[config.mk]
export PLATFORM = sky130hd
export DESIGN_NAME = amf_ctrl
export DESIGN_NICKNAME = d
export VERILOG_FILES = /design/src/include/amf_pkg.sv /design/src/logic/amf_sync.sv /design/src/logic/amf_ctrl.sv
export SDC_FILE = /design/constraint.sdc
export NUM_CORES = 1
export LEC_CHECK = 0
export BUFFER_PORTS_ARGS = -buffer_cell sky130_fd_sc_hd__buf_4
export CAP_MARGIN = 20
export CORE_ASPECT_RATIO = 1.4
export CORE_MARGIN = 1
export CORE_UTILIZATION = 50
export DETAILED_ROUTE_END_ITERATION = 16
export PLACE_DENSITY = 0.72
export SLEW_MARGIN = 40
export SYNTH_ARGS = -nofsm -noshare
export SYNTH_HDL_FRONTEND = slang
export SYNTH_HIERARCHICAL = 1
export SYNTH_SLANG_ARGS = --single-unit
[constraint.sdc]
create_clock -name i_sys_clk -period 2.9 [get_ports i_sys_clk]
set_input_delay 0.145 -clock i_sys_clk [delete_from_list [all_inputs] [get_ports i_sys_clk]]
set_output_delay 0.145 -clock i_sys_clk [all_outputs]
set_load 0.01 [all_outputs]
[src/include/amf_pkg.sv]
// package of constants for the amplifier mode and fault controller
package amf_pkg;
   // i2c slave address (7 bit) from write byte 0xD8
   localparam logic [6:0] I2C_ADDR = 7'h6C;
   // subaddresses
   localparam logic [7:0] SUB_FAULT = 8'h01;
   localparam logic [7:0] SUB_STATUS = 8'h02;
   localparam logic [7:0] SUB_CTRL = 8'h03;
   // value read beyond defined registers
   localparam logic [7:0] UNMAPPED_VAL = 8'h00;
   // reset values
   localparam logic [7:0] FAULT_RST = 8'h00;
   localparam logic [7:0] STATUS_RST = 8'h00;
   localparam logic [7:0] CTRL_RST = 8'h78;
   localparam logic [7:0] SUBADDR_RST = 8'h00;
   // fault register bit positions
   localparam int FB_DIAG = 2;
   localparam int FB_OC = 3;
   localparam int FB_UV = 4;
   localparam int FB_OV = 5;
   localparam int FB_DC = 6;
   localparam int FB_OT = 7;
   // status register bit positions
   localparam int SB_SH_PWR = 0;
   localparam int SB_SH_GND = 1;
   localparam int SB_OPEN = 2;
   localparam int SB_SHORT = 3;
   localparam int SB_FAULT = 4;
   localparam int SB_DIAG = 5;
   localparam int SB_MUTE = 6;
   localparam int SB_PLAY = 7;
   // wake delay after standby release
   localparam int CLK_MHZ = 125;
   localparam int WAKE_US = 1000;
   localparam int WAKE_CYC = WAKE_US * CLK_MHZ;
   // operating states, one-hot
   typedef enum logic [3:0] {
      ST_STANDBY = 4'b0001,
      ST_DIAG = 4'b0010,
      ST_MUTE = 4'b0100,
      ST_PLAY = 4'b1000
   } amf_state_t;
endpackage : amf_pkg

[src/logic/amf_sync.sv]
// two flip-flop synchroniser for pin inputs
`timescale 1ns/10ps
module amf_sync #(
   parameter int W = 1
) (
   input wire logic i_sys_clk,
   input wire logic i_rst_b,
   input wire logic [W-1:0] i_d,
   output logic [W-1:0] o_q
);
   logic [W-1:0] meta_q; // first stage, read only by second
   // double register
   always_ff @(posedge i_sys_clk or negedge i_rst_b) begin
      if (!i_rst_b) begin
         meta_q <= '0;
         o_q <= '0;
      end else begin
         meta_q <= i_d;
         o_q <= meta_q;
      end
   end
endmodule : amf_sync

[src/logic/amf_ctrl.sv]
// mode sequencer, fault latch and i2c slave of a mono amplifier
// Summary of operation
// - sequential read auto-increments subaddress per byte
// - alert pin low while fault forces hi-z
// - fault cause readable over i2c
// - standby pin low means full shutdown
// - shutdown: i2c released, registers reset
// - mute pin stops switching; release resumes play
// - standby: hi-z, oscillator stopped, port idle
// - diagnostic: dc bias, oscillator, i2c active
// - mute or fault: hi-z, port active
// - play: switching outputs, port active
// - protection faults report and hard-mute hi-z
// - oc/dc in play; voltage/thermal mute+play
// - diag via i2c; short re-runs, open clears
// - slave address write D8, read D9
// - i2c usable about 1 ms after wake
// - fault, status, control at subaddresses 1-3
// - after power-on reset restart with defaults
`timescale 1ns/10ps
module amf_ctrl #(
   parameter int WAKE_CYCLES = amf_pkg::WAKE_CYC
) (
   input wire logic i_sys_clk,
   input wire logic i_rst_b,
   input wire logic i_standby_b, // shutdown pin, low = standby
   input wire logic i_mute, // mute pin, high = mute
   input wire logic i_supply_low_fault, // supply undervoltage
   input wire logic i_supply_high_fault, // overvoltage / load dump
   input wire logic i_overtemp_shutdown,
   input wire logic i_overcurrent_shutdown,
   input wire logic i_dc_offset,
   input wire logic i_diag_done, // pulse: diagnostic cycle finished
   input wire logic [3:0] i_diag_result, // {short, open, gnd, pwr}
   input wire logic i_scl,
   input wire logic i_sda,
   output logic o_sda_oe, // high while pulling sda low
   output logic o_sda_out,
   output logic o_alert_oe, // high while pulling alert low
   output logic o_alert_out,
   output logic o_osc_en,
   output logic o_out_switch, // outputs switching with audio
   output logic o_out_bias, // outputs dc biased
   output logic o_diag_run,
   output logic [7:0] o_ctrl
);
   ////////////////////////////////////////////////////////////////
   // input synchronisers
   logic [8:0] sync_w;
   amf_sync #(.W(9)) u_sync (
      .i_sys_clk(i_sys_clk),
      .i_rst_b(i_rst_b),
      .i_d({i_standby_b, i_mute, i_supply_low_fault, i_supply_high_fault,
            i_overtemp_shutdown, i_overcurrent_shutdown, i_dc_offset, i_scl, i_sda}),
      .o_q(sync_w)
   );
   wire stby_b = sync_w[8];
   wire mute = sync_w[7];
   wire uv = sync_w[6];
   wire ov = sync_w[5];
   wire ot = sync_w[4];
   wire oc = sync_w[3];
   wire dc = sync_w[2];
   wire scl = sync_w[1];
   wire sda = sync_w[0];

   ////////////////////////////////////////////////////////////////
   // state machine
   amf_pkg::amf_state_t st_q;
   amf_pkg::amf_state_t st_d;
   logic [17:0] wake_q; // port-enable delay counter
   logic port_en_q; // i2c usable
   // fault monitoring, gated per state
   wire volt_therm = uv | ov | ot;
   wire chan_flt = (st_q == amf_pkg::ST_PLAY) & (oc | dc);
   wire mon = (st_q == amf_pkg::ST_MUTE) | (st_q == amf_pkg::ST_PLAY);
   // holds a channel fault past the drop to mute, else mute/play would chatter
   logic chan_hold_q;
   wire prot_flt = (mon & volt_therm) | chan_flt | chan_hold_q;
   wire diag_short = i_diag_done & (i_diag_result[3] | i_diag_result[1] | i_diag_result[0]);
   // next state
   always_comb begin
      st_d = st_q;
      unique case (st_q)
         amf_pkg::ST_STANDBY: if (port_en_q) st_d = amf_pkg::ST_DIAG;
         // voltage/thermal faults abort diagnostics; short re-runs them
         amf_pkg::ST_DIAG: if (volt_therm) st_d = amf_pkg::ST_MUTE;
            else if (i_diag_done && !diag_short) st_d = amf_pkg::ST_MUTE;
         amf_pkg::ST_MUTE: if (!mute && !prot_flt) st_d = amf_pkg::ST_PLAY;
         amf_pkg::ST_PLAY: if (mute || prot_flt) st_d = amf_pkg::ST_MUTE;
         default: st_d = amf_pkg::ST_STANDBY;
      endcase
      if (!stby_b) st_d = amf_pkg::ST_STANDBY;
   end
   // state and wake counter; standby and power reset clear all
   always_ff @(posedge i_sys_clk or negedge i_rst_b) begin
      if (!i_rst_b) begin
         st_q <= amf_pkg::ST_STANDBY;
         wake_q <= '0;
         port_en_q <= 1'b0;
         chan_hold_q <= 1'b0;
      end else begin
         st_q <= st_d;
         // released once the channel cause is gone
         chan_hold_q <= stby_b & (chan_flt | chan_hold_q & (oc | dc));
         if (!stby_b) begin
            wake_q <= '0;
            port_en_q <= 1'b0;
         end else if (!port_en_q) begin
            wake_q <= wake_q + 18'd1;
            port_en_q <= (wake_q >= 18'(WAKE_CYCLES - 1));
         end
      end
   end

   ////////////////////////////////////////////////////////////////
   // registers
   logic [7:0] fault_q, diag_q, ctrl_q, sub_q;
   logic wr_w; // one-cycle data write strobe
   logic [7:0] wdat_w;
   logic sub_ld_w, sub_inc_w;
   wire [7:0] status_w = {st_q == amf_pkg::ST_PLAY, st_q == amf_pkg::ST_MUTE,
                          st_q == amf_pkg::ST_DIAG, prot_flt, diag_q[3:0]};
   // read mux with fixed value beyond map
   wire [7:0] rd_w = (sub_q == amf_pkg::SUB_FAULT) ? fault_q :
                     (sub_q == amf_pkg::SUB_STATUS) ? status_w :
                     (sub_q == amf_pkg::SUB_CTRL) ? ctrl_q : amf_pkg::UNMAPPED_VAL;
   always_ff @(posedge i_sys_clk or negedge i_rst_b) begin
      if (!i_rst_b) begin
         fault_q <= amf_pkg::FAULT_RST;
         diag_q <= amf_pkg::STATUS_RST;
         ctrl_q <= amf_pkg::CTRL_RST;
         sub_q <= amf_pkg::SUBADDR_RST;
      end else if (!stby_b) begin
         fault_q <= amf_pkg::FAULT_RST;
         diag_q <= amf_pkg::STATUS_RST;
         ctrl_q <= amf_pkg::CTRL_RST;
         sub_q <= amf_pkg::SUBADDR_RST;
      end else begin
         // latched cause, sticky until standby
         fault_q[amf_pkg::FB_OC] <= fault_q[amf_pkg::FB_OC] | chan_flt & oc;
         fault_q[amf_pkg::FB_DC] <= fault_q[amf_pkg::FB_DC] | chan_flt & dc;
         fault_q[amf_pkg::FB_UV] <= fault_q[amf_pkg::FB_UV] | mon & uv;
         fault_q[amf_pkg::FB_OV] <= fault_q[amf_pkg::FB_OV] | mon & ov;
         fault_q[amf_pkg::FB_OT] <= fault_q[amf_pkg::FB_OT] | mon & ot;
         fault_q[amf_pkg::FB_DIAG] <= fault_q[amf_pkg::FB_DIAG] | diag_short;
         if (i_diag_done) diag_q <= {4'h0, i_diag_result};
         if (wr_w && sub_q == amf_pkg::SUB_CTRL) ctrl_q <= wdat_w;
         if (sub_ld_w) sub_q <= wdat_w;
         else if (sub_inc_w) sub_q <= sub_q + 8'd1;
      end
   end

   ////////////////////////////////////////////////////////////////
   // i2c slave
   typedef enum logic [4:0] {
      I_IDLE = 5'b00001, I_RX = 5'b00010, I_ACK = 5'b00100,
      I_TX = 5'b01000, I_MACK = 5'b10000
   } amf_i2c_t;
   amf_i2c_t is_q;
   logic scl_q, sda_q; // previous synchronised levels
   logic [7:0] sh_q;
   logic [2:0] bit_q;
   logic [1:0] byte_q; // 0 addr, 1 sub, 2+ data
   logic rd_q, ack_q;
   wire rise = scl & ~scl_q;
   wire fall = ~scl & scl_q;
   wire start = scl & scl_q & sda_q & ~sda;
   wire stop = scl & scl_q & ~sda_q & sda;
   wire [7:0] rxb = {sh_q[6:0], sda};
   wire addr_ok = (rxb[7:1] == amf_pkg::I2C_ADDR);
   assign wr_w = is_q == I_RX && rise && bit_q == 3'd7 && byte_q[1];
   assign wdat_w = rxb;
   assign sub_ld_w = is_q == I_RX && rise && bit_q == 3'd7 && byte_q == 2'd1;
   // auto-increment after each sent byte and after each written byte
   assign sub_inc_w = (is_q == I_MACK && rise) || wr_w;
   always_ff @(posedge i_sys_clk or negedge i_rst_b) begin
      if (!i_rst_b) begin
         is_q <= I_IDLE; scl_q <= 1'b1; sda_q <= 1'b1; sh_q <= '0;
         bit_q <= '0; byte_q <= '0; rd_q <= 1'b0; ack_q <= 1'b0;
         o_sda_oe <= 1'b0;
      end else begin
         scl_q <= scl;
         sda_q <= sda;
         if (!port_en_q || !stby_b) begin
            is_q <= I_IDLE; // never holds bus
            o_sda_oe <= 1'b0;
         end else if (stop) begin
            is_q <= I_IDLE;
            o_sda_oe <= 1'b0;
         end else if (start) begin
            is_q <= I_RX; bit_q <= '0; byte_q <= '0; o_sda_oe <= 1'b0;
         end else unique case (is_q)
            I_IDLE: o_sda_oe <= 1'b0;
            I_RX: if (rise) begin
               sh_q <= rxb; bit_q <= bit_q + 3'd1;
               if (bit_q == 3'd7) begin
                  ack_q <= (byte_q != 2'd0) | addr_ok;
                  if (byte_q == 2'd0) rd_q <= rxb[0];
                  is_q <= I_ACK;
               end
            end
            I_ACK: if (fall) begin
               if (!ack_q) is_q <= I_IDLE;
               else if (o_sda_oe) begin
                  o_sda_oe <= 1'b0;
                  if (byte_q != 2'd3) byte_q <= byte_q + 2'd1;
                  if (rd_q && byte_q == 2'd0) begin
                     is_q <= I_TX; sh_q <= rd_w; o_sda_oe <= ~rd_w[7]; bit_q <= 3'd1;
                  end else is_q <= I_RX;
               end else o_sda_oe <= 1'b1;
            end
            I_TX: if (fall) begin
               if (bit_q == 3'd0) begin o_sda_oe <= 1'b0; is_q <= I_MACK; end
               else begin o_sda_oe <= ~sh_q[3'd7 - bit_q]; bit_q <= bit_q + 3'd1; end
            end
            // master nack ends read
            I_MACK: if (rise) is_q <= sda ? I_IDLE : I_MACK;
               else if (fall) begin
                  is_q <= I_TX; sh_q <= rd_w; o_sda_oe <= ~rd_w[7]; bit_q <= 3'd1;
               end
            default: is_q <= I_IDLE;
         endcase
      end
   end

   ////////////////////////////////////////////////////////////////
   // output stage and alert, all registered
   always_ff @(posedge i_sys_clk or negedge i_rst_b) begin
      if (!i_rst_b) begin
         o_alert_oe <= 1'b0; o_osc_en <= 1'b0; o_out_switch <= 1'b0;
         o_out_bias <= 1'b0; o_diag_run <= 1'b0; o_ctrl <= amf_pkg::CTRL_RST;
         o_sda_out <= 1'b0; o_alert_out <= 1'b0;
      end else begin
         // open-drain pins only ever pull low
         o_sda_out <= 1'b0;
         o_alert_out <= 1'b0;
         o_alert_oe <= stby_b & prot_flt;
         o_osc_en <= st_d != amf_pkg::ST_STANDBY;
         o_out_switch <= st_d == amf_pkg::ST_PLAY && !prot_flt;
         o_out_bias <= st_d == amf_pkg::ST_DIAG;
         o_diag_run <= st_d == amf_pkg::ST_DIAG;
         o_ctrl <= ctrl_q;
      end
   end

   ////////////////////////////////////////////////////////////////
   // checks
   a_stby_quiet: assert property (@(posedge i_sys_clk) disable iff (!i_rst_b)
      !stby_b |=> !o_out_switch && !o_osc_en) else $error("active in standby");
   a_stby_sda: assert property (@(posedge i_sys_clk) disable iff (!i_rst_b)
      !stby_b |=> !o_sda_oe) else $error("sda held in standby");
   a_stby_regs: assert property (@(posedge i_sys_clk) disable iff (!i_rst_b)
      !stby_b |=> ctrl_q == amf_pkg::CTRL_RST && fault_q == amf_pkg::FAULT_RST)
      else $error("regs not reset");
   a_alert_flt: assert property (@(posedge i_sys_clk) disable iff (!i_rst_b)
      stby_b && prot_flt |=> o_alert_oe) else $error("alert missing");
   a_alert_rel: assert property (@(posedge i_sys_clk) disable iff (!i_rst_b)
      !prot_flt |=> !o_alert_oe) else $error("alert stuck");
   a_mute_stop: assert property (@(posedge i_sys_clk) disable iff (!i_rst_b)
      mute |=> !o_out_switch) else $error("switching in mute");
   a_flt_latch: assert property (@(posedge i_sys_clk) disable iff (!i_rst_b)
      stby_b && mon && ot |=> fault_q[amf_pkg::FB_OT]) else $error("ot not latched");
   a_sub_inc: assert property (@(posedge i_sys_clk) disable iff (!i_rst_b)
      stby_b && is_q == I_MACK && rise |=> sub_q == $past(sub_q) + 8'd1)
      else $error("no increment");
   a_no_oc_mute: assert property (@(posedge i_sys_clk) disable iff (!i_rst_b)
      st_q == amf_pkg::ST_MUTE |-> !chan_flt) else $error("oc watched in mute");
   c_play: cover property (@(posedge i_sys_clk) st_q == amf_pkg::ST_PLAY);
   c_seq_rd: cover property (@(posedge i_sys_clk) is_q == I_MACK ##[1:1000] is_q == I_TX);
   c_fault: cover property (@(posedge i_sys_clk) o_alert_oe);
endmodule : amf_ctrl

# After elaboration in Yosys (flattened, before gate mapping)
# Cells that the tools add are included.
# totals
out_inout_bits,16
ram_bits,0
mem_bits_ro,0
mem_count,0
in_bits,16
elab_cells,236
reg_bits,103
latch_bits,0
# classes
eq_ne,50
n_shift,0
n_mux,76
n_addsub,5
n_lt_le_gt_ge,2
reduce_logical,36
n_mul,0
div_mod_pow,0
bitwise,43
# op_table
operator,count
two-way mux 8 bit,15
two-way mux 5 bit,13
two-way mux 18 bit,2
two-way mux 4 bit,9
two-way mux 3 bit,10
!= test 3 bit (second input constant),10
case mux 5 bit (5 select lines),1
case mux 8 bit (3 select lines),1
!= test 2 bit (second input constant),11
!= test 5 bit (second input constant),4
adder 18 x 1 -> 18 bit (second input constant),1
AND 1 bit,18
>= comparator 18 x 17 -> 1 bit (second input constant),1
equality test 8 x 2 -> 1 bit (second input constant),2
OR 1 bit,16
case mux 4 bit (4 select lines),1
!= test 5 x 4 -> 1 bit (second input constant),3
two-way mux 1 bit,14
AND reduction 7 bit,2
two-way mux 2 bit,6
case mux 3 bit (4 select lines),1
AND reduction 12 bit,1
AND reduction 6 bit,2
nonzero test 2 bit,6
other kinds (37),62

# Logic depth before layout (Yosys ltp)
# Gate-level depths: netlist of run 1.
# logic_depth
depth_word,16
depth_mapped,8
ltp_nobuf,7

# By module
# Netlist of run 1, hierarchy kept.
# modules_own_cells
module,area_each_um2,n_inst,seq_area_each_um2,cells_per_inst
amf_ctrl,4724.5,1,2142.1,487
amf_sync,450.4,1,450.4,18

# Least setup slack after synthesis of run 1
# OpenSTA, ideal clock, no wires.
# synth_timing
path_type,flip-flop to flip-flop
from,reg is_q[3]
to,reg sub_q[7]
setup_ps,82
path_slack_ps,821
stages_incl_launch_ff,6
arrival_time_ps,1997
cell_sequence,dfrtp_1 -> or4b_4 -> nor3_4 -> a21oi_2 -> or4_1 -> a31oi_1
# synth_between
elab_chain_len,6
# synth_lines
item,line_no,text
from (decl),amf_ctrl.sv:160,amf_i2c_t is_q;
from (signal assigned),amf_ctrl.sv:218,I_MACK: if (rise) is_q <= sda ? I_IDLE : I_MACK;
equality test 5 x 2 -> 1 bit,"amf_ctrl.sv:172, amf_ctrl.sv:174",
logical AND 1 bit (2 in series),"amf_ctrl.sv:172, amf_ctrl.sv:174",
logical AND 1 bit (on tied branches),"amf_ctrl.sv:172, amf_ctrl.sv:174",
logical OR 1 bit / two-way mux 8 bit (equally long branches),"amf_ctrl.sv:176, amf_ctrl.sv:149",
!= test 3 bit (no line) / two-way mux 8 bit (equally long branches),n/a,
to (signal assigned),amf_ctrl.sv:138,sub_q <= amf_pkg::SUBADDR_RST;
to (signal assigned),amf_ctrl.sv:149,if (sub_ld_w) sub_q <= wdat_w;
to (signal assigned),amf_ctrl.sv:150,else if (sub_inc_w) sub_q <= sub_q + 8'd1;
to (decl),amf_ctrl.sv:118,"logic [7:0] fault_q, diag_q, ctrl_q, sub_q;"
# Several ways; a longest one is shown, not always the timed one.
# A chain may end at the register's enable or synchronous reset.

# Worst setup path in the final report of run 1
# layout_timing
from,reg is_q[3]
to,reg sub_q[5]
# Same word-level chain as after synthesis.

==> reports/metrics.csv, run 1 <==
metric;value;unit
final hold violation count;0;
global route total overflow;0;
share of final-layout standard cells stronger than drive strength 1;15.6;%
maximum number of pins on one net before global-route repair;55;
highest clock frequency the design can meet;398;MHz
leakage power figure;2.67;nW
Post-Place Cells;656;
relative max-transition margin;48.9;%
die span in x;88.0;um
largest family of logic cells by synthesized area;simple AND/OR/NAND/NOR gates;
Synth Instances;505;
type of destination of the critical path;register;
total power per unit cell area;472;mW/mm2
Final nets;571;
clk sinks;103;
Rows;43;
share of the synthesized netlist area taken by xor and xnor gates;3.38;%
Placement Cell Area;0.00553;mm2
number of synthesized flops with an enable pin;0;
fin cells;681;
TritonCTS clock tree;built;
worst slack, placed;0.406;ns
kind of start point of the critical path;register;
slack of the critical path;0.385;ns
number of iterations in the first detailed-routing pass;7;
area growth from synthesis to final layout;14.5;%
final clock period utilization by the worst path;86.7;%
die height;122;um
Worst Path Class, Setup;register to register;
Worst Clk Skew;0.00988;ns
wire length of the first global-routing pass;19500;um
most common flop cell mapped by yosys;sky130_fd_sc_hd__dfrtp_1;
post-cts resize count;0;
CTS buffer count;9;
depth of the CTS H-tree;3;
number of distinct library cells after synthesis;66;
number of fill cells;878;
Core Area;0.0100;mm2
multiplexer share of the synthesized area;6.33;%
Worst Tran Pin Value;0.747;ns
fraction of registers with async set/reset;100;%
via count of the first global-routing pass;4016;
count of yosys warnings during synthesis;6;
Detail Placement HPWL;8410;um
post-synthesis simple-gate area fraction;21.1;%
Via Count;4042;
Final Max Tran Viols;0;
RSZ-0062 raised after global routing;no;
adder-cell share of the synthesized area;3.14;%
Routed Wire Length;11800;um
compound-gate portion of the synthesized area;12.6;%
clock root buffer master;sky130_fd_sc_hd__clkbuf_16;
number of antenna-violating nets in the routed design;0;
via-per-instance ratio;5.94;
initial antenna violation count;0;
portion of the post-synthesis area used by sequential elements;50.1;%
largest fanout on the critical path;16;
syn avg cell area;10.2;um2
Skew-Pair Late Insertion Delay;0.35;ns
total of endpoints with negative setup slack in the final report;0;
result of the run;finished, final reports clean;
Port-buffer cells;29;
placer's final routability congestion estimate;0.891;
Routed WL per cell;17.4;um
required time of the critical path;3.17;ns
GRT Resource Usage Total;24.1;%
DRC errors left;0;
number of I/O pins;32;
Max IR drop VDD;0.000459;V
flops & latches, synth;103;
Antenna Cells;0;
final worst path period need;2.51;ns
arrival time reported for the critical path endpoint;2.78;ns
worst min-delay path class;primary input to register;
clock slew at the register clock pins of the worst setup and hold paths;0.07;ns
Die Area;0.0108;mm2
1st-iter DRT viols;309;
post-route cell area;0.00593;mm2
Cell Area, Synth;0.00517;mm2
Starting Density;51.7;%
maximum buffer depth of the clock tree;2;
Max-Cap Viols;0;
Fin Setup TNS;0;ns
==> per-layer routing <==
layer	part of all wire, %	track usage (%)	vias up
met2	51	40.0	121
met3	3.7	4.03	40
met1	41	28.4	1987
li1	-	-	1894
met4	4.5	16.3	0
met5	0	0	-
==> cells by family (layout without fill, tap and decap cells) <==
group | Yosys count | count (layout)
flip-flops | 103 | 103
other | 1 | 2
AO/OA/AOI/OAI | 99 | 99
multiplexers | 29 | 29
AND/OR/NAND/NOR | 202 | 202
buffers and inverters | 38 | 78
adder cells (fa/ha/maj) | 13 | 13
XOR/XNOR | 20 | 20
==> power by group <==
part | internal [mW] | switching, mW
Combinational | 0.0403 | 0.0652
Sequential | 1.46 | 0.0143
Clock | 0.693 | 0.524
==> critical path, stage by stage, from the launching register on <==
cell	delay, ns
sky130_fd_sc_hd__dfrtp_1	0.55
sky130_fd_sc_hd__or4b_4	0.65
sky130_fd_sc_hd__nor3_4	0.28
sky130_fd_sc_hd__a21oi_2	0.22
sky130_fd_sc_hd__or4b_1	0.55
sky130_fd_sc_hd__a31oi_1	0.18
==> timing repair <==
action	CTS	global route
setup buffers	0	0
hold endpoints to repair	53	0
hold buffers	10	0
endpoints found under the setup margin	0	0
==> metrics by stage <==
step                hold slack (ns)  utilization, %  power [mW]
floorplan                    -0.151               -        1.54
global placement              0.205            55.3        1.60
detailed placement            0.209            55.3        1.60
CTS                          0.0441            59.2        2.83
global route                 0.0624            59.2        2.88
finish                       0.0481            59.2        2.80
==> flip-flops by register name, indices dropped and copies added (netlist names), 3 cells and up <==
register and flops:
u_sync/o_q 9, bit_q 3, sub_q 8, diag_q 4
ctrl_q 8, is_q 5, wake_q 18, fault_q 6
o_ctrl 8, st_q 4, u_sync/meta_q 9, sh_q 8
==> cells in the final DEF, fill, tap and decap left out, types with 12 or more instances in the layout <==
cell type,n
sky130_fd_sc_hd__inv_1,16
sky130_fd_sc_hd__dfrtp_1,91
sky130_fd_sc_hd__buf_4,36
sky130_fd_sc_hd__nand3_1,19
sky130_fd_sc_hd__dfstp_2,12
sky130_fd_sc_hd__o21ai_0,21
sky130_fd_sc_hd__nand2_1,41
sky130_fd_sc_hd__mux2i_1,17
sky130_fd_sc_hd__xor2_1,12
sky130_fd_sc_hd__ha_1,13
sky130_fd_sc_hd__a21oi_1,23
sky130_fd_sc_hd__nor2_1,54
sky130_fd_sc_hd__and3_1,12
==> layout make-up <==
class	instances	area (um2)	area share, %
Clock inverter	4	52.6	0.887
Timing Repair Buffer	47	390	6.59
Sequential cell	103	2590	43.7
Inverter	16	60.1	1.01
Multi-Input combinational cell	365	2420	40.8
Clock buffer	11	243	4.10
Tap cell	135	169	2.85
==> cell usage after synthesis (13+ instances only) <==
cell type	number	area [um2]
sky130_fd_sc_hd__nor2_1	54	203
sky130_fd_sc_hd__dfrtp_1	91	2280
sky130_fd_sc_hd__inv_1	16	60.1
sky130_fd_sc_hd__mux2i_1	17	170
sky130_fd_sc_hd__nand2_1	41	154
sky130_fd_sc_hd__a21oi_1	23	115
sky130_fd_sc_hd__ha_1	13	163
sky130_fd_sc_hd__nand3_1	19	95.1
sky130_fd_sc_hd__o21ai_0	21	105
==> worst paths after layout <==
check | cells after the start | start | slack [ns] | to
setup / recovery | 5 | is_q[3] | 0.39 | sub_q[5]
hold / removal | 3 | i_diag_result[2] | 0.05 | diag_q[2]
setup reg to reg | 5 | is_q[3] | 0.39 | sub_q[5]
hold reg to reg | 0 | u_sync/meta_q[2] | 0.35 | u_sync/o_q[2]
max in group asynchronous | 3 | i_rst_b | 1.78 | is_q[0]
min in group asynchronous | 2 | i_rst_b | 0.35 | bit_q[0]
No activity file was read; power rests on OpenSTA's default activity.
==> run 2, diff against run 1 <==
--- a/config.mk
+++ b/config.mk
@@ -15,5 +15,4 @@
 export SLEW_MARGIN = 40
 export SYNTH_ARGS = -nofsm -noshare
 export SYNTH_HDL_FRONTEND = slang
-export SYNTH_HIERARCHICAL = 1
 export SYNTH_SLANG_ARGS = --single-unit
==> constraint.sdc (replaced) <==
create_clock -name i_sys_clk -period 2.5 [get_ports i_sys_clk]
set_input_delay 0.125 -clock i_sys_clk [delete_from_list [all_inputs] [get_ports i_sys_clk]]
set_output_delay 0.125 -clock i_sys_clk [all_outputs]
set_load 0.01 [all_outputs]
==> reports/metrics.csv, run 2 <==
metric;value;unit
result of the run;finished, final reports clean;
DRC errors left;0;
Hold Path Sink;diag_q[2];
Port-buffer cells;29;
global route total overflow;0;
syn avg cell area;9.83;um2
type of destination of the critical path;register;
top post-synthesis cells by count;sky130_fd_sc_hd__dfrtp_1 (91), sky130_fd_sc_hd__nor2_1 (59), sky130_fd_sc_hd__nand2_1 (51), sky130_fd_sc_hd__a21oi_1 (44), sky130_fd_sc_hd__clkbuf_1 (20);
final worst path period need;2.40;ns
placer's final routability congestion estimate;0.900;
share of final-layout standard cells stronger than drive strength 1;17.5;%
number of iterations in the first detailed-routing pass;5;
Max-Cap Viols;0;
Final Max Tran Viols;0;
number of distinct library cells after synthesis;66;
final core utilization;60.9;%
largest registers ranked by flip-flop count;wake_q (18), u_sync.meta_q (9), u_sync.o_q (9);
area leader, netlist;sky130_fd_sc_hd__dfrtp_1;
most common flop cell mapped by yosys;sky130_fd_sc_hd__dfrtp_1;
Max IR drop VDD;0.000590;V
most common cell after layout, fill and taps aside;sky130_fd_sc_hd__dfrtp_1;
number of cells on the worst reg-to-reg path;10;
maximum buffer depth of the clock tree;2;
CTS buffer count;9;
total of endpoints with negative setup slack in the final report;0;
Via Count;4067;
count of yosys warnings during synthesis;0;
Core Area;0.00995;mm2
largest fanout on the critical path;7;
Hold Path Cell Cnt;3;
leading cell type by number of instances after synthesis;sky130_fd_sc_hd__dfrtp_1;
number of synthesized flops with an enable pin;0;
Die Area;0.0107;mm2
cell with the largest stage delay on the worst path;sky130_fd_sc_hd__dfrtp_1;
most flop-heavy register;wake_q;
relative max-transition margin;48.2;%
initial antenna violation count;0;
Final nets;602;
via-per-instance ratio;5.70;
number of fill cells;832;
clock root buffer master;sky130_fd_sc_hd__clkbuf_16;
Skew-Pair Late Insertion Delay;0.35;ns
die span in x;87.7;um
top cell type's share of synthesized area;44.3;%
total power per unit cell area;534;mW/mm2
Routed Wire Length;11500;um
Routed WL per cell;16.1;um
Starting Density;51.7;%
multi-input logic area;0.00236;mm2
required time of the critical path;2.74;ns
wire length of the first global-routing pass;18800;um
via count of the first global-routing pass;3999;
WHS;0.0230;ns
Reg2Reg Setup Slack;0.1;ns
clock slew at the register clock pins of the worst setup and hold paths;0.07;ns
number of I/O pins;32;
kind of start point of the critical path;register;
clk sinks;103;
highest clock frequency the design can meet;416;MHz
flops & latches, synth;103;
GRT Resource Usage Total;23.0;%
Largest register FFs;18;
arrival time reported for the critical path endpoint;2.64;ns
final clock period utilization by the worst path;96.1;%
final hold violation count;0;
TritonCTS clock tree;built;
critical-path cell list;inv_1 > ha_2 > nand2_2 > or3_1 > a221o_1 > nor4_4 > buf_4 > buf_12 > o211ai_1 > o21a_1;
Worst Tran Pin Value;0.776;ns
area growth from synthesis to final layout;17.9;%
Fin Setup TNS;0;ns
number of antenna-violating nets in the routed design;0;
top library cells by usage in the layout, fill and taps aside;sky130_fd_sc_hd__dfrtp_1 (91), sky130_fd_sc_hd__nor2_1 (59), sky130_fd_sc_hd__buf_4 (55), sky130_fd_sc_hd__nand2_1 (50), sky130_fd_sc_hd__a21oi_1 (44);
area taken by flip-flops and latches;0.00259;mm2
Worst Path Class, Setup;register to register;
Largest stage delay, worst path;0.38;ns
Synth Instances;523;
family with the most delay on the worst path;simple AND/OR/NAND/NOR gates;
portion of the post-synthesis area used by sequential elements;50.4;%
Antenna Cells;0;
most area-consuming cells after synthesis;sky130_fd_sc_hd__dfrtp_1 (44%), sky130_fd_sc_hd__dfstp_2 (6.1%), sky130_fd_sc_hd__nor2_1 (4.3%);
worst min-delay path class;primary input to register;
Cell Area, Synth;0.00514;mm2
leakage power figure;2.60;nW
Worst Clk Skew;0.00871;ns
1st-iter DRT viols;232;
number of buffer and inverter instances along the worst setup path;3;
capture instance of the worst register-to-register path;sh_q[3];
maximum number of pins on one net before global-route repair;69;
launching point of the worst reg2reg path;byte_q[0];
Rows;43;
hold wc startpoint;i_diag_result[2];
Detail Placement HPWL;7960;um
fraction of registers with async set/reset;100;%
depth of the CTS H-tree;3;
die height;122;um
run 2: repair_timing:
item,CTS,global route
gates resized for setup,0,3
setup endpoints to repair,0,10
endpoints found under the hold margin,35,0
hold buffers,10,0
buffers inserted,0,6
run 2: final cells by class:
cell class              count  share of cell area [%]
well taps                 135                    2.79
multi-input cells         375                    39.0
clock inverters             5                   0.949
repair buffers             68                    9.53
clock buffers              11                    4.00
inverters                  16                   0.991
flip-flops and latches    103                    42.8
run 2: report_power, final:
| group | switching, mW | total [mW] | internal, mW |
|---|---|---|---|
| Sequential | 0.0173 | 1.71 | 1.69 |
| Combinational | 0.0742 | 0.123 | 0.0489 |
| Clock | 0.598 | 1.40 | 0.804 |
| Total | 0.690 | 3.24 | 2.55 |
run 2: cell families after synthesis:
family	Yosys count	share of synthesized area, %
AND/OR/NAND/NOR	203	20.0
adder cells (fa/ha/maj)	13	3.16
flip-flops	103	50.4
buffers and inverters	46	3.89
XOR/XNOR	21	3.58
AO/OA/AOI/OAI	115	14.2
other	1	0.0729
multiplexers	21	4.62
run 2: how the worst max path moves through the flow:
stage	startpoint	end	cells after the start
2_1_floorplan	scl_q	sh_q[0]	8
3_3_place_gp	byte_q[1]	sh_q[6]	9
3_5_place_dp	byte_q[1]	sh_q[3]	9
4_1_cts	byte_q[0]	sh_q[6]	9
5_1_grt	byte_q[0]	sh_q[3]	10
6_report	byte_q[0]	sh_q[3]	10
run 2: layer usage:
metal	share of wire (%)	global-route usage, %	vias to the layer above
met2	52	39.2	105
met1	42	27.6	1993
met4	2.7	11.1	0
li1	-	-	1943
met3	3.1	4.34	26
met5	0	0	-
run 2: through the flow:
step	instances	power, mW	instance area (um2)	setup slack (ns)
2_1_floorplan	524	1.78	5150	0.215
3_3_place_gp	680	1.85	5580	0.156
3_5_place_dp	680	1.86	5590	0.0819
4_1_cts	706	3.27	5990	0.0470
5_1_grt	713	3.34	6060	-0.00198
6_report	713	3.24	6060	0.0985
run 2: worst register-to-register path, stage by stage (launching register included):
cell and delay [ns]:
sky130_fd_sc_hd__dfrtp_1 0.38, sky130_fd_sc_hd__inv_1 0.11, sky130_fd_sc_hd__ha_2 0.23, sky130_fd_sc_hd__nand2_2 0.08, sky130_fd_sc_hd__or3_1 0.35, sky130_fd_sc_hd__a221o_1 0.38
sky130_fd_sc_hd__nor4_4 0.28, sky130_fd_sc_hd__buf_4 0.18, sky130_fd_sc_hd__buf_12 0.12, sky130_fd_sc_hd__o211ai_1 0.08, sky130_fd_sc_hd__o21a_1 0.11
==> run 3, diff against run 2 <==
--- a/config.mk
+++ b/config.mk
@@ -8,10 +8,9 @@
 export BUFFER_PORTS_ARGS = -buffer_cell sky130_fd_sc_hd__buf_4
 export CAP_MARGIN = 20
 export CORE_ASPECT_RATIO = 1.4
-export CORE_MARGIN = 1
 export CORE_UTILIZATION = 50
 export DETAILED_ROUTE_END_ITERATION = 16
-export PLACE_DENSITY = 0.72
+export PLACE_DENSITY = 0.74
 export SLEW_MARGIN = 40
 export SYNTH_ARGS = -nofsm -noshare
 export SYNTH_HDL_FRONTEND = slang
==> constraint.sdc (replaced) <==
create_clock -name i_sys_clk -period 2.1 [get_ports i_sys_clk]
set_input_delay 0.105 -clock i_sys_clk [delete_from_list [all_inputs] [get_ports i_sys_clk]]
set_output_delay 0.105 -clock i_sys_clk [all_outputs]
set_load 0.01 [all_outputs]
==> reports/metrics.csv, run 3 (same netlist as run 2, synthesis figures left out) <==
metric;value;unit
relative max-transition margin;61.0;%
Routed WL per cell;17.2;um
largest fanout on the critical path;7;
required time of the critical path;2.37;ns
fin cells;749;
Rows;43;
post-route total power;3.92;mW
depth of the CTS H-tree;3;
Final nets;638;
die height;122;um
type of destination of the critical path;register;
1st-iter DRT viols;350;
RSZ-0062 raised after global routing;yes;
number of antenna-violating nets in the routed design;0;
highest clock frequency the design can meet;461;MHz
Post-Place Cells;715;
die span in x;87.7;um
leakage power figure;2.79;nW
number of iterations in the first detailed-routing pass;5;
slack of the critical path;-0.0687;ns
Worst Path Class, Setup;register to register;
result of the run;finished with violations;
Antenna Cells;0;
area growth from synthesis to final layout;24.7;%
Via Count;4307;
placer's final routability congestion estimate;0.958;
Placement Cell Area;0.00586;mm2
post-route cell area;0.00642;mm2
via count of the first global-routing pass;4442;
Starting Density;51.7;%
clock slew at the register clock pins of the worst setup and hold paths;0.07;ns
final hold violation count;0;
Worst Tran Pin Value;0.580;ns
clk sinks;103;
global route total overflow;0;
largest registers ranked by flip-flop count;wake_q (18), u_sync.meta_q (9), u_sync.o_q (9);
via-per-instance ratio;5.75;
final worst path period need;2.17;ns
arrival time reported for the critical path endpoint;2.44;ns
maximum buffer depth of the clock tree;2;
Worst Clk Skew;0.00615;ns
Final Max Tran Viols;0;
worst min-delay path class;primary input to register;
most flop-heavy register;wake_q;
area taken by flip-flops and latches;0.00259;mm2
Max-Cap Viols;0;
CTS buffer count;9;
kind of start point of the critical path;register;
GRT Resource Usage Total;26.9;%
Skew-Pair Late Insertion Delay;0.34;ns
Fin Setup TNS;-0.508;ns
most common cell after layout, fill and taps aside;sky130_fd_sc_hd__dfrtp_1;
violated checks;setup timing;
TritonCTS clock tree;built;
Max IR drop VDD;0.000579;V
share of final-layout standard cells stronger than drive strength 1;25.4;%
clock root buffer master;sky130_fd_sc_hd__clkbuf_16;
Core Area;0.00995;mm2
number of I/O pins;32;
Die Area;0.0107;mm2
total power per unit cell area;611;mW/mm2
maximum number of pins on one net before global-route repair;61;
wire length of the first global-routing pass;21700;um
total of endpoints with negative setup slack in the final report;10;
Routed Wire Length;12900;um
Detail Placement HPWL;9220;um
final clock period utilization by the worst path;103;%
DRC errors left;0;
multi-input logic area;0.00244;mm2
number of fill cells;784;
worst slack, placed;-0.0634;ns
initial antenna violation count;0;
Port-buffer cells;29;
top library cells by usage in the layout, fill and taps aside;sky130_fd_sc_hd__dfrtp_1 (90), sky130_fd_sc_hd__buf_4 (88), sky130_fd_sc_hd__nor2_1 (56), sky130_fd_sc_hd__nand2_1 (49), sky130_fd_sc_hd__a21oi_1 (41);
Largest register FFs;18;
[run 3: changes by cell type in the layout (fill, tap and decap cells not counted), sizes merged]
cell	previous run	this run
clkinvlp	0	1
buf	57	93
dlygate4sd3	10	11
clkinv	4	0
clkbuf	12	14
[run 3: final timing paths]
check | slack [ns] | cells past startpoint | endpoint | from
setup / recovery | -0.07 | 9 | sh_q[7] | scl_q
hold / removal | 0.02 | 3 | diag_q[3] | i_diag_result[3]
setup reg to reg | -0.07 | 9 | sh_q[7] | scl_q
hold reg to reg | 0.35 | 0 | u_sync.o_q[4] | u_sync.meta_q[4]
max in group asynchronous | 1.29 | 3 | o_ctrl[4] | i_rst_b
min in group asynchronous | 0.16 | 2 | st_q[1] | i_rst_b
[run 3: power breakdown]
part / switching, mW / internal (mW) / leakage, nW
registers: 0.0191 / 2.02 / 1.35
logic: 0.0974 / 0.0698 / 1.29
clock network: 0.694 / 1.02 / 0.149
[run 3: area by class of cell]
| type | count | area share (%) |
|---|---|---|
| Multi-Input combinational cell | 375 | 38.0 |
| Clock buffer | 14 | 4.27 |
| Clock inverter | 2 | 0.585 |
| Timing Repair Buffer | 104 | 13.2 |
| Inverter | 16 | 0.936 |
| Sequential cell | 103 | 40.4 |
| Tap cell | 135 | 2.63 |
[run 3: metrics by stage]
stage | hold WS [ns] | utilization [%]
after floorplan | -0.191 | -
after global placement | -0.0140 | 58.9
after detailed placement | -0.0113 | 58.9
after CTS | 0.0189 | 63.5
after global routing | 0.0332 | 64.5
final | 0.0227 | 64.5
[run 3: critical path: stages (launching register included)]
cell and delay (ns):
sky130_fd_sc_hd__dfstp_2 0.57, sky130_fd_sc_hd__ha_4 0.14, sky130_fd_sc_hd__nand2_2 0.05, sky130_fd_sc_hd__or3_4 0.34
sky130_fd_sc_hd__a221o_1 0.38, sky130_fd_sc_hd__nor4_4 0.20, sky130_fd_sc_hd__buf_4 0.17, sky130_fd_sc_hd__buf_6 0.12
sky130_fd_sc_hd__nor2_1 0.05, sky130_fd_sc_hd__a21oi_1 0.10
[run 3: per-layer routing]
| layer | GRT usage, % | up-vias | part of all wire, % |
|---|---|---|---|
| li1 | - | 2014 | - |
| met3 | 4.40 | 56 | 3.5 |
| met4 | 16.0 | 0 | 5.5 |
| met1 | 30.8 | 2099 | 38 |
| met5 | 0 | - | 0 |
| met2 | 46.4 | 138 | 53 |
[run 3: repair_timing]
action                                  in CTS  in global routing
cloned                                       1                  0
gates resized for setup                      8                 24
endpoints found under the setup margin      12                 22
setup buffers                                1                  5
hold buffers                                11                  0
hold endpoints to repair                    91                  0
pin swaps                                    0                  5
